===== config.mk =====
export PLATFORM = sky130hd
export DESIGN_NAME = sse_exec
export DESIGN_NICKNAME = d
export VERILOG_FILES = /design/src/hdl/sse_pkg.sv /design/src/hdl/sse_exec.sv /design/src/hdl/sse_sub_flags.sv
export SDC_FILE = /design/constraint.sdc
export NUM_CORES = 1
export LEC_CHECK = 0
export BUFFER_PORTS_ARGS = -buffer_cell sky130_fd_sc_hd__buf_4
export CORE_MARGIN = 2
export CORE_UTILIZATION = 35
export DETAILED_ROUTE_END_ITERATION = 10
export RECOVER_POWER = 100
export SLEW_MARGIN = 20
export SYNTH_ARGS = -nofsm -noshare
export SYNTH_HDL_FRONTEND = slang
export SYNTH_SLANG_ARGS = --single-unit
export TNS_END_PERCENT = 20

===== constraint.sdc =====
create_clock -name i_clk -period 3.6 [get_ports i_clk]
set_clock_uncertainty 0.1 [all_clocks]
set_input_delay 0.18 -clock i_clk [delete_from_list [all_inputs] [get_ports i_clk]]
set_output_delay 0.18 -clock i_clk [all_outputs]
set_load 0.1 [all_outputs]

===== src/hdl/sse_pkg.sv =====
// package for the skip-and-subtract execution block
package sse_pkg;
   localparam int DATA_W = 8;
   localparam int ADDR_W = 8;
   localparam int BIT_SEL_W = 3;
   localparam logic [7:0] BYTE_ONE = 8'h01;
   localparam logic [7:0] BYTE_ZERO = 8'h00;
   localparam logic [7:0] ACC_RESET = 8'h00;
   // flag vector positions
   localparam int FLAG_W = 6;
   localparam int FLAG_C = 0;
   localparam int FLAG_AC = 1;
   localparam int FLAG_Z = 2;
   localparam int FLAG_OV = 3;
   localparam int FLAG_SC = 4;
   localparam int FLAG_CZ = 5;
   localparam logic [5:0] FLAGS_RESET = 6'h00;
   // opcodes presented by the decoder
   typedef enum logic [1:0] {
      SSE_OP_INC_SKIP_ZERO_TO_ACC = 2'h0,
      SSE_OP_SKIP_IF_BIT_SET = 2'h1,
      SSE_OP_SKIP_IF_NONZERO = 2'h2,
      SSE_OP_SUB_ACC_MEM = 2'h3
   } sse_op_t;
endpackage


===== src/hdl/sse_exec.sv =====
// execution unit for increment-skip, bit/byte skip and subtract instructions
`timescale 1ns/100ps
`default_nettype none
module sse_exec (
   input  wire logic                  i_clk,
   input  wire logic                  i_rst,
   input  wire logic                  i_valid,
   input  wire logic [1:0]            i_op,
   input  wire logic [7:0]            i_addr,
   input  wire logic [2:0]            i_bit_sel,
   input  wire logic [7:0]            i_mem_rdata,
   output logic                       o_ready,
   output logic [7:0]                 o_mem_addr,
   output logic                       o_mem_we,
   output logic [7:0]                 o_mem_wdata,
   output logic                       o_skip,
   output logic                       o_done,
   output logic [7:0]                 o_acc,
   output logic                       o_carry_flag,
   output logic                       o_aux_carry_flag,
   output logic                       o_zero_flag,
   output logic                       o_overflow_flag,
   output logic                       o_signed_compare_flag,
   output logic                       o_compare_zero_flag
);
   typedef enum logic [1:0] {
      SSE_IDLE,
      SSE_READ,
      SSE_EXEC,
      SSE_DUMMY
   } sse_state_t;

   sse_state_t       state_reg;
   sse_state_t       state_next;
   sse_pkg::sse_op_t op_reg;
   logic [7:0]       addr_reg;
   logic [2:0]       bit_reg;
   logic [7:0]       accumulator_reg;
   logic [7:0]       accumulator_next;
   logic             carry_flag_reg;
   logic             aux_carry_flag_reg;
   logic             zero_flag_reg;
   logic             overflow_flag_reg;
   logic             signed_compare_flag_reg;
   logic             compare_zero_flag_reg;
   logic [7:0]       inc_sum;
   logic [7:0]       sub_diff;
   logic [5:0]       sub_flags;
   logic             skip_next;
   logic             in_idle;
   logic             in_exec;
   logic             in_dummy;
   logic             take;
   logic             op_is_inc;
   logic             op_is_nz;
   logic             op_is_sub;
   logic             flag_load;
   logic             finish_now;
   logic             ready_reg;
   logic             we_reg;
   logic [7:0]       wdata_reg;
   logic             skip_reg;
   logic             done_reg;

   sse_sub_flags u_sub (
      .i_a     (accumulator_reg),
      .i_b     (i_mem_rdata),
      .o_diff  (sub_diff),
      .o_flags (sub_flags)
   );

   // state and opcode decode shared by the processes below
   assign in_idle = (state_reg == SSE_IDLE);
   assign in_exec = (state_reg == SSE_EXEC);
   assign in_dummy = (state_reg == SSE_DUMMY);
   // requests are looked at in idle only; a busy block ignores i_valid
   assign take = in_idle && i_valid;
   assign op_is_inc = (op_reg == sse_pkg::SSE_OP_INC_SKIP_ZERO_TO_ACC);
   assign op_is_nz = (op_reg == sse_pkg::SSE_OP_SKIP_IF_NONZERO);
   assign op_is_sub = (op_reg == sse_pkg::SSE_OP_SUB_ACC_MEM);
   // only subtract loads flags; the three skips leave them alone
   assign flag_load = in_exec && op_is_sub;
   // last cycle of a plain instruction, or the dummy cycle after a skip
   assign finish_now = (in_exec && !skip_next) || in_dummy;

   // increment kept to eight bits so an all-ones byte wraps to zero
   always_comb begin
      inc_sum = 8'(i_mem_rdata + sse_pkg::BYTE_ONE);
   end

   // skip decision per opcode, evaluated with read data in the exec state
   always_comb begin
      skip_next = 1'b0;
      unique case (op_reg)
         sse_pkg::SSE_OP_INC_SKIP_ZERO_TO_ACC: begin
            skip_next = (inc_sum == sse_pkg::BYTE_ZERO);
         end
         sse_pkg::SSE_OP_SKIP_IF_BIT_SET: begin
            skip_next = i_mem_rdata[bit_reg];
         end
         sse_pkg::SSE_OP_SKIP_IF_NONZERO: begin
            skip_next = (i_mem_rdata != sse_pkg::BYTE_ZERO);
         end
         // subtraction never skips
         sse_pkg::SSE_OP_SUB_ACC_MEM: begin
            skip_next = 1'b0;
         end
      endcase
   end

   // next state: idle, memory read, execute, optional dummy cycle
   always_comb begin
      state_next = state_reg;
      unique case (state_reg)
         SSE_IDLE: begin
            if (i_valid) begin
               state_next = SSE_READ;
            end
         end
         SSE_READ: state_next = SSE_EXEC;
         SSE_EXEC: state_next = skip_next ? SSE_DUMMY : SSE_IDLE;
         SSE_DUMMY: state_next = SSE_IDLE;
      endcase
   end

   // state register
   always_ff @(posedge i_clk) begin
      if (i_rst) begin
         state_reg <= SSE_IDLE;
      end else begin
         state_reg <= state_next;
      end
   end

   // opcode capture on acceptance
   always_ff @(posedge i_clk) begin
      if (i_rst) begin
         op_reg <= sse_pkg::SSE_OP_INC_SKIP_ZERO_TO_ACC;
      end else if (take) begin
         op_reg <= sse_pkg::sse_op_t'(i_op);
      end
   end

   // operand address capture; it also drives the memory address port
   always_ff @(posedge i_clk) begin
      if (i_rst) begin
         addr_reg <= sse_pkg::BYTE_ZERO;
      end else if (take) begin
         addr_reg <= i_addr;
      end
   end

   // bit index capture, only meaningful for the bit-test skip
   always_ff @(posedge i_clk) begin
      if (i_rst) begin
         bit_reg <= '0;
      end else if (take) begin
         bit_reg <= i_bit_sel;
      end
   end

   // accumulator next value: increment-skip and subtract write it, the rest keep it
   always_comb begin
      accumulator_next = accumulator_reg;
      if (in_exec && op_is_inc) begin
         accumulator_next = inc_sum;
      end else if (in_exec && op_is_sub) begin
         accumulator_next = sub_diff;
      end
   end

   // accumulator register; memory is never written by increment-skip
   always_ff @(posedge i_clk) begin
      if (i_rst) begin
         accumulator_reg <= sse_pkg::ACC_RESET;
      end else begin
         accumulator_reg <= accumulator_next;
      end
   end

   // carry: one when nothing is borrowed out of bit 7
   always_ff @(posedge i_clk) begin
      if (i_rst) begin
         carry_flag_reg <= sse_pkg::FLAGS_RESET[sse_pkg::FLAG_C];
      end else if (flag_load) begin
         carry_flag_reg <= sub_flags[sse_pkg::FLAG_C];
      end
   end

   // aux carry: one when the low nibble needs no borrow
   always_ff @(posedge i_clk) begin
      if (i_rst) begin
         aux_carry_flag_reg <= sse_pkg::FLAGS_RESET[sse_pkg::FLAG_AC];
      end else if (flag_load) begin
         aux_carry_flag_reg <= sub_flags[sse_pkg::FLAG_AC];
      end
   end

   // zero flag of the difference
   always_ff @(posedge i_clk) begin
      if (i_rst) begin
         zero_flag_reg <= sse_pkg::FLAGS_RESET[sse_pkg::FLAG_Z];
      end else if (flag_load) begin
         zero_flag_reg <= sub_flags[sse_pkg::FLAG_Z];
      end
   end

   // signed overflow of the difference
   always_ff @(posedge i_clk) begin
      if (i_rst) begin
         overflow_flag_reg <= sse_pkg::FLAGS_RESET[sse_pkg::FLAG_OV];
      end else if (flag_load) begin
         overflow_flag_reg <= sub_flags[sse_pkg::FLAG_OV];
      end
   end

   // signed compare keeps the true sign even when the difference overflows
   always_ff @(posedge i_clk) begin
      if (i_rst) begin
         signed_compare_flag_reg <= sse_pkg::FLAGS_RESET[sse_pkg::FLAG_SC];
      end else if (flag_load) begin
         signed_compare_flag_reg <= sub_flags[sse_pkg::FLAG_SC];
      end
   end

   // compare zero follows the zero flag for this byte-wide subtract
   always_ff @(posedge i_clk) begin
      if (i_rst) begin
         compare_zero_flag_reg <= sse_pkg::FLAGS_RESET[sse_pkg::FLAG_CZ];
      end else if (flag_load) begin
         compare_zero_flag_reg <= sub_flags[sse_pkg::FLAG_CZ];
      end
   end

   // write-back strobe for byte-nonzero skip, whether or not it skips
   always_ff @(posedge i_clk) begin
      if (i_rst) begin
         we_reg <= 1'b0;
      end else begin
         we_reg <= in_exec && op_is_nz;
      end
   end

   // write data is the byte just read, so the location keeps its value
   always_ff @(posedge i_clk) begin
      if (i_rst) begin
         wdata_reg <= sse_pkg::BYTE_ZERO;
      end else if (in_exec) begin
         wdata_reg <= i_mem_rdata;
      end
   end

   // skip pulse in the result cycle
   always_ff @(posedge i_clk) begin
      if (i_rst) begin
         skip_reg <= 1'b0;
      end else begin
         skip_reg <= in_exec && skip_next;
      end
   end

   // done pulse; the dummy cycle pushes it back by one, so a skip costs one extra cycle
   always_ff @(posedge i_clk) begin
      if (i_rst) begin
         done_reg <= 1'b0;
      end else begin
         done_reg <= finish_now;
      end
   end

   // ready: idle with nothing offered, or about to return to idle
   always_ff @(posedge i_clk) begin
      if (i_rst) begin
         ready_reg <= 1'b0;
      end else begin
         ready_reg <= (in_idle && !i_valid) || finish_now;
      end
   end

   // memory port and result pulses, each straight from its register
   assign o_ready = ready_reg;
   assign o_mem_addr = addr_reg;
   assign o_mem_we = we_reg;
   assign o_mem_wdata = wdata_reg;
   assign o_skip = skip_reg;
   assign o_done = done_reg;

   // accumulator and flags, each straight from its register
   assign o_acc = accumulator_reg;
   assign o_carry_flag = carry_flag_reg;
   assign o_aux_carry_flag = aux_carry_flag_reg;
   assign o_zero_flag = zero_flag_reg;
   assign o_overflow_flag = overflow_flag_reg;
   assign o_signed_compare_flag = signed_compare_flag_reg;
   assign o_compare_zero_flag = compare_zero_flag_reg;
endmodule
`default_nettype wire


===== src/hdl/sse_sub_flags.sv =====
// subtractor with status flag generation
`timescale 1ns/100ps
`default_nettype none
module sse_sub_flags (
   input  wire logic [7:0] i_a,
   input  wire logic [7:0] i_b,
   output logic      [7:0] o_diff,
   output logic      [5:0] o_flags
);
   logic [8:0] wide;
   logic [4:0] low;
   logic       z;
   // borrow shows as a missing carry out
   always_comb begin
      wide = {1'b0, i_a} - {1'b0, i_b};
      low = {1'b0, i_a[3:0]} - {1'b0, i_b[3:0]};
      o_diff = wide[7:0];
      z = (wide[7:0] == sse_pkg::BYTE_ZERO);
      o_flags = sse_pkg::FLAGS_RESET;
      o_flags[sse_pkg::FLAG_C] = ~wide[8];
      o_flags[sse_pkg::FLAG_AC] = ~low[4];
      o_flags[sse_pkg::FLAG_Z] = z;
      o_flags[sse_pkg::FLAG_OV] = (i_a[7] ^ i_b[7]) & (i_a[7] ^ wide[7]);
      // signed compare uses true sign despite overflow
      o_flags[sse_pkg::FLAG_SC] = wide[7] ^ ((i_a[7] ^ i_b[7]) & (i_a[7] ^ wide[7]));
      o_flags[sse_pkg::FLAG_CZ] = z;
   end
endmodule
`default_nettype wire


# Word-level counts from Yosys, hierarchy flattened
# Index checks and enable logic that the tools add are counted.
# Widths: inputs -> output; s select.
[totals]
regBits = 40
latch_bits = 0
ram_bits = 0
romBits = 0
inputBits = 24
output_inout_bits = 34
elab_cells = 57
n_memories = 0
[classes]
n_addsub = 3
n_mul = 0
div_mod_pow = 0
n_lt_le_gt_ge = 1
n_eq_ne = 7
shifts = 0
muxes = 8
bitwise_logic = 6
reduce_logical = 17
[op_table]
columns = ["cell", "n"]
rows = [
  ["$logic_not 8->1", 2],
  ["$mux 8", 2],
  ["$sub 8x8->9", 1],
  ["$add 8x1->8 const B", 1],
  ["$eq 2x2->1 const B", 4],
  ["$pmux 2 s4", 1],
  ["$reduce_bool 8->1", 1],
  ["$logic_and 1x1->1", 7],
  ["$sub 4x4->5", 1],
  ["$eq 2x1->1 const B", 2],
  ["$logic_not 2->1", 2],
  ["$lt 3x4->1 const B", 1],
  ["$mux 2", 2],
  ["$pmux 1 s4", 1],
  ["$bmux 1 s3", 1],
  ["$xor 1x1->1", 3],
  ["$logic_not 1->1", 2],
  ["$logic_or 1x1->1", 2],
  ["$ne 2x2->1 const B", 1],
  ["$not 1->1", 2],
  ["$reduce_bool 2->1", 1],
  ["$and 1x1->1", 1],
  ["$mux 1", 1],
]

# Longest topological paths before layout
# Gate-level depths: netlist of run 1.
[logic_depth]
word_depth = 7
mapped_depth = 13
depth_no_buf = 12

# Modules after synthesis
# From an unflattened synthesis of run 1, not the netlist that was laid out.
[hier_totals]
cells_unflattened = 277
hier_area_um2 = 2188.3
[modules_own_cells]
columns = ["module", "instances", "cells_per_inst", "area_per_inst_um2", "seq_area_each_um2"]
rows = [
  ["sse_exec", 1, 220, 1778.0, 820.8],
  ["sse_sub_flags", 1, 57, 410.4, 0.0],
]

# Worst setup path before layout of run 1
# Ideal clock, no wire load.
[synth_timing]
path_type = "reg-to-reg"
from = "register accumulator_reg[1], in the netlist o_acc[1]"
to = "register overflow_flag_reg, in the netlist o_overflow_flag"
setup_time_ns = 0.067
t_arrival_ns = 3.217
required_ns = 3.433
slack_ns = 0.215
path_stages_with_launch = 12
n_path_buf = 0
period_less_slack_ns = 3.385
cell_sequence = "dfxtp_1 ha_1 nor2b_1 o31a_1 o311ai_1 nand2b_1 a21oi_1 fa_1 xor2_1 nor3_1 a21oi_1 nor2_1"
[synth_via]
elab_chain_cells = 3
[synth_lines]
columns = ["item", "line_no", "text"]
rows = [
  ["start: declaration", "sse_exec.sv:38", "logic [7:0] accumulator_reg;"],
  ["start signal: assignment", "sse_exec.sv:175", "accumulator_reg <= sse_pkg::ACC_RESET;"],
  ["start signal: assignment", "sse_exec.sv:177", "accumulator_reg <= accumulator_next;"],
  ["$sub 8x8->9", "sse_sub_flags.sv:15", "wide = {1'b0, i_a} - {1'b0, i_b};"],
  ["$xor 1x1->1", "sse_sub_flags.sv:23", "o_flags[sse_pkg::FLAG_OV] = (i_a[7] ^ i_b[7]) & (i_a[7] ^ wide[7]);"],
  ["$and 1x1->1", "sse_sub_flags.sv:23", ""],
  ["end signal: assignment", "sse_exec.sv:211", "overflow_flag_reg <= sse_pkg::FLAGS_RESET[sse_pkg::FLAG_OV];"],
  ["end signal: assignment", "sse_exec.sv:213", "overflow_flag_reg <= sub_flags[sse_pkg::FLAG_OV];"],
  ["end: declaration", "sse_exec.sv:43", "logic overflow_flag_reg;"],
]
# No other way between the ends.
# A chain may end at the register's enable or synchronous reset.

# Worst setup path after layout of run 1
[layout_timing]
from = "register accumulator_reg[2], in the netlist o_acc[2]"
to = "register overflow_flag_reg, in the netlist o_overflow_flag"
# The elaborated chain is that of the path after synthesis.

==> results of run 1 <==
-- cell usage after synthesis (all sizes together) (4+ instances only) --
cell and number:
nand2 49, dfxtp 40, o21ai 4, buf 5, clkbuf 9, nor2 18
nand3 8, ha 10, nand2b 4, xnor2 5, nor3 8, inv 12
a21oi 36
-- report_power, final --
group / switching, mW / internal (mW)
registers: 0.0161 / 0.462
clock network: 0.152 / 0.156
logic: 0.197 / 0.0722
-- worst max path at each step --
stage | start | to | slack, ps | cells after the start
floorplan | o_acc[1] | o_overflow_flag | 220 | 11
global placement | i_mem_rdata[1] | o_overflow_flag | 820 | 13
detailed placement | i_mem_rdata[1] | o_overflow_flag | 780 | 13
CTS | o_acc[2] | o_overflow_flag | 840 | 11
global route | o_acc[1] | o_overflow_flag | 500 | 11
finish | o_acc[2] | o_overflow_flag | 720 | 11
-- worst max-delay path: stages, from the launching register on --
cell      delay (ps)
dfxtp_1          330
ha_1             340
o21a_1           200
o31a_1           130
o311ai_0         480
nand2b_1         110
a21oi_1          180
fa_1             490
xor2_1           160
nor3_1           130
a21oi_1           60
nor2_1           100
-- logic make-up (layout without fill, tap and decap cells) --
logic type / count (synthesis) / count (layout)
and+or+nand+nor: 106 / 106
AOI/OAI and AO/OA: 63 / 63
xor gates and xnor gates: 8 / 8
adders and majority gates: 12 / 12
muxes: 4 / 4
buffers and inverters: 26 / 78
DFF: 40 / 40
-- per-layer routing --
layer / up-vias / wire length [um] / track usage
met4: 0 / 125 / 0.07797
met5: - / 0 / 0
met1: 886 / 2580 / 0.2382
met2: 57 / 2451 / 0.2656
met3: 13 / 328 / 0.04778
li1: 1008 / - / -
-- through the flow --
step                total power [mW]  utilization  hold WS [ps]  cells
global route                   1.108       0.4269         26.83    386
finish                         1.056       0.4269         28.34    386
global placement              0.7727       0.4363         327.5    378
detailed placement            0.7739       0.4363         336.0    378
CTS                            1.082       0.4517         24.52    386
floorplan                     0.7003            -         216.0    259
-- cell type report --
type	instances	share of cell area
sequential	40	0.3206
inverter	12	0.01804
multi-input combinational	193	0.4659
tap	75	0.03758
timing repair buffer	58	0.1217
clock buffer	8	0.03607
==> reports/results.ini, run 1 <==
[power_and_ir_drop]
ir_worst_vdd_v = 0.0001760
p_leak_nw = 0.9574
powerDensity_nw_per_um2 = 422.7

[critical_path]
worst-r2r-cell-count = 11
start_kind = flop
rr_endpoint = o_overflow_flag
worstReg2RegStart = o_acc[2]
critPathKind = reg -> reg
cp.arrival_ps = 3010
end_kind = flop
path_max_fanout = 4
regToRegSetupSlack_ps = 720
critPathRequiredTime_ps = 3730

[global_routing]
grt_pass1_vias = 1838
overflow = 0
antenna_found_initial = 0
grt_usage = 0.1773
grt_max_degree = 40
grt_first_pass_wirelength_mm = 8.949

[clock_network]
h-tree-depth = 2
clock_path_buffers = 2
insertion_delay_ps = 290
cts_tree = done
numCtsBuffers = 5
cts_root_buf = clkbuf_8
clock-sinks = 40
cts_resized = 0
clk_pin_slew_ps = 70
cts-hold-fix-buffers = 0
post_cts_buffers = 0

[layout]
diodes = 0
nFillCells = 617
area_delta_synth_final_pct = 19.24
most-common-layout-cells = 49 x nand2_1, 40 x dfxtp_1, 37 x clkbuf_1, 36 x a21oi_1, 23 x buf_4
final_common_cell = nand2_1
multi_input_area_um2 = 1164
seqCellArea_um2 = 800.8
drive_above_1_share = 0.1093
final_area_um2 = 2497
final_nets = 346

[timing]
rsz0062_at_grt = no
max_freq_mhz = 346.8
slew_viol_final = 0
min_period_ps = 2884
worst-slew-pin-transition_ps = 1190
max-slew-margin-rel = 0.2101
fin_ws_ps = 716.4
hold_violations = 0
tns_ps = 0
setup_viol = 0
fin_crit_sh = 0.8010

[floorplanning]
die_w_um = 81.36
die_height_um = 81.36
std_cell_rows = 28
num_io_pins = 58
coreArea_um2 = 5851
start_util = 0.3580
dieArea_um2 = 6619

[yosys]
synth_fp_nets = 295
synth-edff-count = 0
synth_area_leaders = dfxtp_1 38%, nand2_1 8.8%, a21oi_1 8.4%, ha_1 6.0%, nor2_1 3.2%
synthAdderAreaFrac = 0.07885
synth_area_leader_cell = dfxtp_1
netlist_area_um2 = 2095
yosysWarnings = 0
synthArstFlopShare = 0
synth_compound_gate_area_share = 0.1912
ys_types = 48
synthCells = 259
ys_ff_latch = 40
synth_xor_area_frac = 0.03345
synth_top_family_by_area = simple AND/OR/NAND/NOR gates
synthMuxAreaShare = 0.02509
synth-simple-area-share = 0.2336
synth_flop_cell = dfxtp_1
synth_top_area_frac = 0.3823
synth.avg_cell_area_um2 = 8.087
yosysSeqAreaShare = 0.3823

[placed_design]
io_buffer_count = 57
placed_area_um2 = 2552
dp_slack_ps = 784.2
gp_congestion = 0.8015
hpwl_mm = 4.096

[worst_hold_path]
hold_start = i_addr[0]
min_path_cells = 3
worstHoldPathType = in -> reg
hold_end = o_mem_addr[0]

[route]
drc = 0
route.vias.total = 1964
routedWlPerCell_um = 14.21
dr.pass1.iters = 4
drtIter0Drc = 91
drtAntennaViolNets = 0
wirelength_mm = 5.486
via_per_inst = 5.088

[flow_run]
drv_cap = 0

[outcome]
status = complete, no violations

(Power assumes the default switching activity.)
==> run 2: changes to the inputs <==
==> constraint.sdc (replaced) <==
create_clock -name i_clk -period 2.45 [get_ports i_clk]
set_clock_uncertainty 0.1 [all_clocks]
set_input_delay 0.1225 -clock i_clk [delete_from_list [all_inputs] [get_ports i_clk]]
set_output_delay 0.1225 -clock i_clk [all_outputs]
set_load 0.1 [all_outputs]
==> reports/results.ini, run 2 (same netlist as run 1, synthesis figures left out) <==
[critical_path]
critPathRequiredTime_ps = 2590  ; -1140 ps
start_kind = flop
cp.arrival_ps = 2780  ; -230 ps
worst-r2r-cell-count = 11  ; unchanged
max_stage_delay_ps = 470  ; -20 ps
worst-path-buf-inv = 0  ; unchanged
cp_top_family = compound AO/OA/AOI/OAI gates
slowest_stage = fa_1
worstReg2RegStart = o_acc[1]
cp_cell_sequence = ha_1 > nor2b_1 > o31a_1 > o311ai_2 > nand2b_1 > a21oi_2 > fa_1 > xor2_1 > nor3_1 > a21oi_1 > nor2_1
end_kind = flop
rr_endpoint = o_overflow_flag
critPathKind = reg -> reg
regToRegSetupSlack_ps = -190  ; -910 ps
path_max_fanout = 3  ; -1

[clock_network]
cts_resized = 0  ; unchanged
insertion_delay_ps = 290  ; about the same
post_cts_buffers = 0  ; unchanged
clock-sinks = 40  ; unchanged
numCtsBuffers = 5  ; unchanged
clk_pin_slew_ps = 80  ; about the same
clock_path_buffers = 2  ; unchanged
cts_tree = done
cts_root_buf = clkbuf_8
h-tree-depth = 2  ; unchanged

[route]
drtAntennaViolNets = 0  ; unchanged
dr.pass1.iters = 4  ; unchanged
drc = 0  ; unchanged
route.vias.total = 2093  ; +6.6%
routedWlPerCell_um = 13.74  ; -3.3%
drtIter0Drc = 121  ; +33%
wirelength_mm = 5.742  ; +4.7%
via_per_inst = 5.007  ; -1.6%

[layout]
final_area_um2 = 2806  ; +12%
most-common-layout-cells = 49 x nand2_1, 42 x buf_4, 35 x a21oi_1, 35 x dfxtp_1, 35 x clkbuf_1
utilization = 0.4797  ; +0.05282
diodes = 0  ; unchanged
area_delta_synth_final_pct = 33.99
final_nets = 378  ; +9.2%
drive_above_1_share = 0.1778  ; +0.06852
final_common_cell = nand2_1
nFillCells = 572  ; -7.3%

[worst_hold_path]
worstHoldPathType = in -> reg
min_path_cells = 3  ; unchanged
hold_end = o_mem_wdata[5]
hold_start = i_mem_rdata[5]

[global_routing]
grt_usage = 0.1836  ; +0.006341
grt_max_degree = 40  ; unchanged
grt_pass1_vias = 1885  ; +2.6%
antenna_found_initial = 0  ; unchanged
grt_first_pass_wirelength_mm = 9.273  ; +3.6%
overflow = 0  ; unchanged

[power_and_ir_drop]
p_clk_frac = 0.291  ; about the same
p_leak_nw = 1.119  ; +17%
p_sw_mw = 0.5599  ; +53%
power.internal_mw = 1.045  ; +51%
p_comb_frac = 0.272  ; +0.017
powerDensity_nw_per_um2 = 571.8  ; +35%
ir_worst_vdd_v = 0.0004032  ; +130%
swShare = 0.3489  ; +0.003229
p_seq_frac = 0.437  ; -0.016

[placed_design]
dp_slack_ps = -165.2  ; -949.5 ps
placed_area_um2 = 2714  ; +6.3%
gp_congestion = 0.8369  ; +4.4%
hpwl_mm = 4.217  ; +3.0%
io_buffer_count = 57  ; unchanged

[timing]
worst-slew-pin-transition_ps = 1190  ; +0.01210 ps
max_freq_mhz = 378.4  ; +9.1%
slew_viol_final = 0  ; unchanged
hold_violations = 0  ; unchanged
max-slew-margin-rel = 0.2101  ; about the same
setup_viol = 3  ; +3
min_period_ps = 2642  ; -241.2 ps
worst_hold_slack_ps = 14.69  ; -13.65 ps
rsz0062_at_grt = yes
fin_crit_sh = 1.079  ; +0.2775
fin_ws_ps = -192.4  ; -908.8 ps

[floorplanning]
start_util = 0.3580  ; unchanged
dieArea_um2 = 6619  ; unchanged
die_w_um = 81.36  ; unchanged
num_io_pins = 58  ; unchanged
coreArea_um2 = 5851  ; unchanged
die_height_um = 81.36  ; unchanged
std_cell_rows = 28  ; unchanged

[outcome]
violations = negative setup slack
status = finished with violations

[flow_run]
drv_cap = 0  ; unchanged

run 2: worst max-delay path by stage:
stage	start	to	slack, ps	cells past startpoint
finish	o_acc[1]	o_overflow_flag	-190	11
CTS	o_acc[1]	o_overflow_flag	-190	11
global route	o_acc[1]	o_overflow_flag	-320	11
global placement	o_acc[1]	o_overflow_flag	-110	11
detailed placement	o_acc[1]	o_overflow_flag	-170	11
floorplan	o_acc[1]	o_overflow_flag	-350	11
run 2: layout make-up:
type	count	area [um2]	area share
Multi-Input combinational cell	193	1177	0.4195
Sequential cell	40	814.5	0.2902
Timing Repair Buffer	90	583.1	0.2078
Tap cell	75	93.84	0.03344
Clock buffer	7	86.33	0.03076
Inverter	12	45.04	0.01605
Clock inverter	1	6.256	0.002229
run 2: tightest hold or removal path, delay by kind of cell:
kind            cells  cell delay, ps
compound gates      1              50
simple gates        1              60
buf+inv             1             140
run 2: what timing repair did:
action	CTS	global route
pin swaps	1	0
hold endpoints to repair	14	0
hold buffers	14	0
setup endpoints to repair	3	3
run 2: through the flow:
step	total power [mW]	std cells	TNS [ps]
final	1.605	418	-356.9
after global routing	1.678	418	-704.3
after CTS	1.644	418	-361.8
after detailed placement	1.156	396	-266.3
after global placement	1.154	396	-163.9
after floorplan	1.030	259	-802.2
run 2: routing by layer:
| layer | GRT usage | routed length, um | vias up |
|---|---|---|---|
| met4 | 0.06102 | 78 | 0 |
| met1 | 0.2431 | 2752 | 960 |
| li1 | - | - | 1067 |
| met3 | 0.04111 | 243 | 7 |
| met5 | 0 | 0 | - |
| met2 | 0.2951 | 2667 | 59 |
run 2: power by group through the flow:
stage | logic [mW] | registers (mW) | clock network, mW
2_1_floorplan | 0.165 | 0.865 | 0
3_3_place_gp | 0.438 | 0.716 | 0
3_5_place_dp | 0.440 | 0.717 | 0
4_1_cts | 0.459 | 0.701 | 0.483
5_1_grt | 0.472 | 0.705 | 0.501
6_report | 0.437 | 0.701 | 0.467
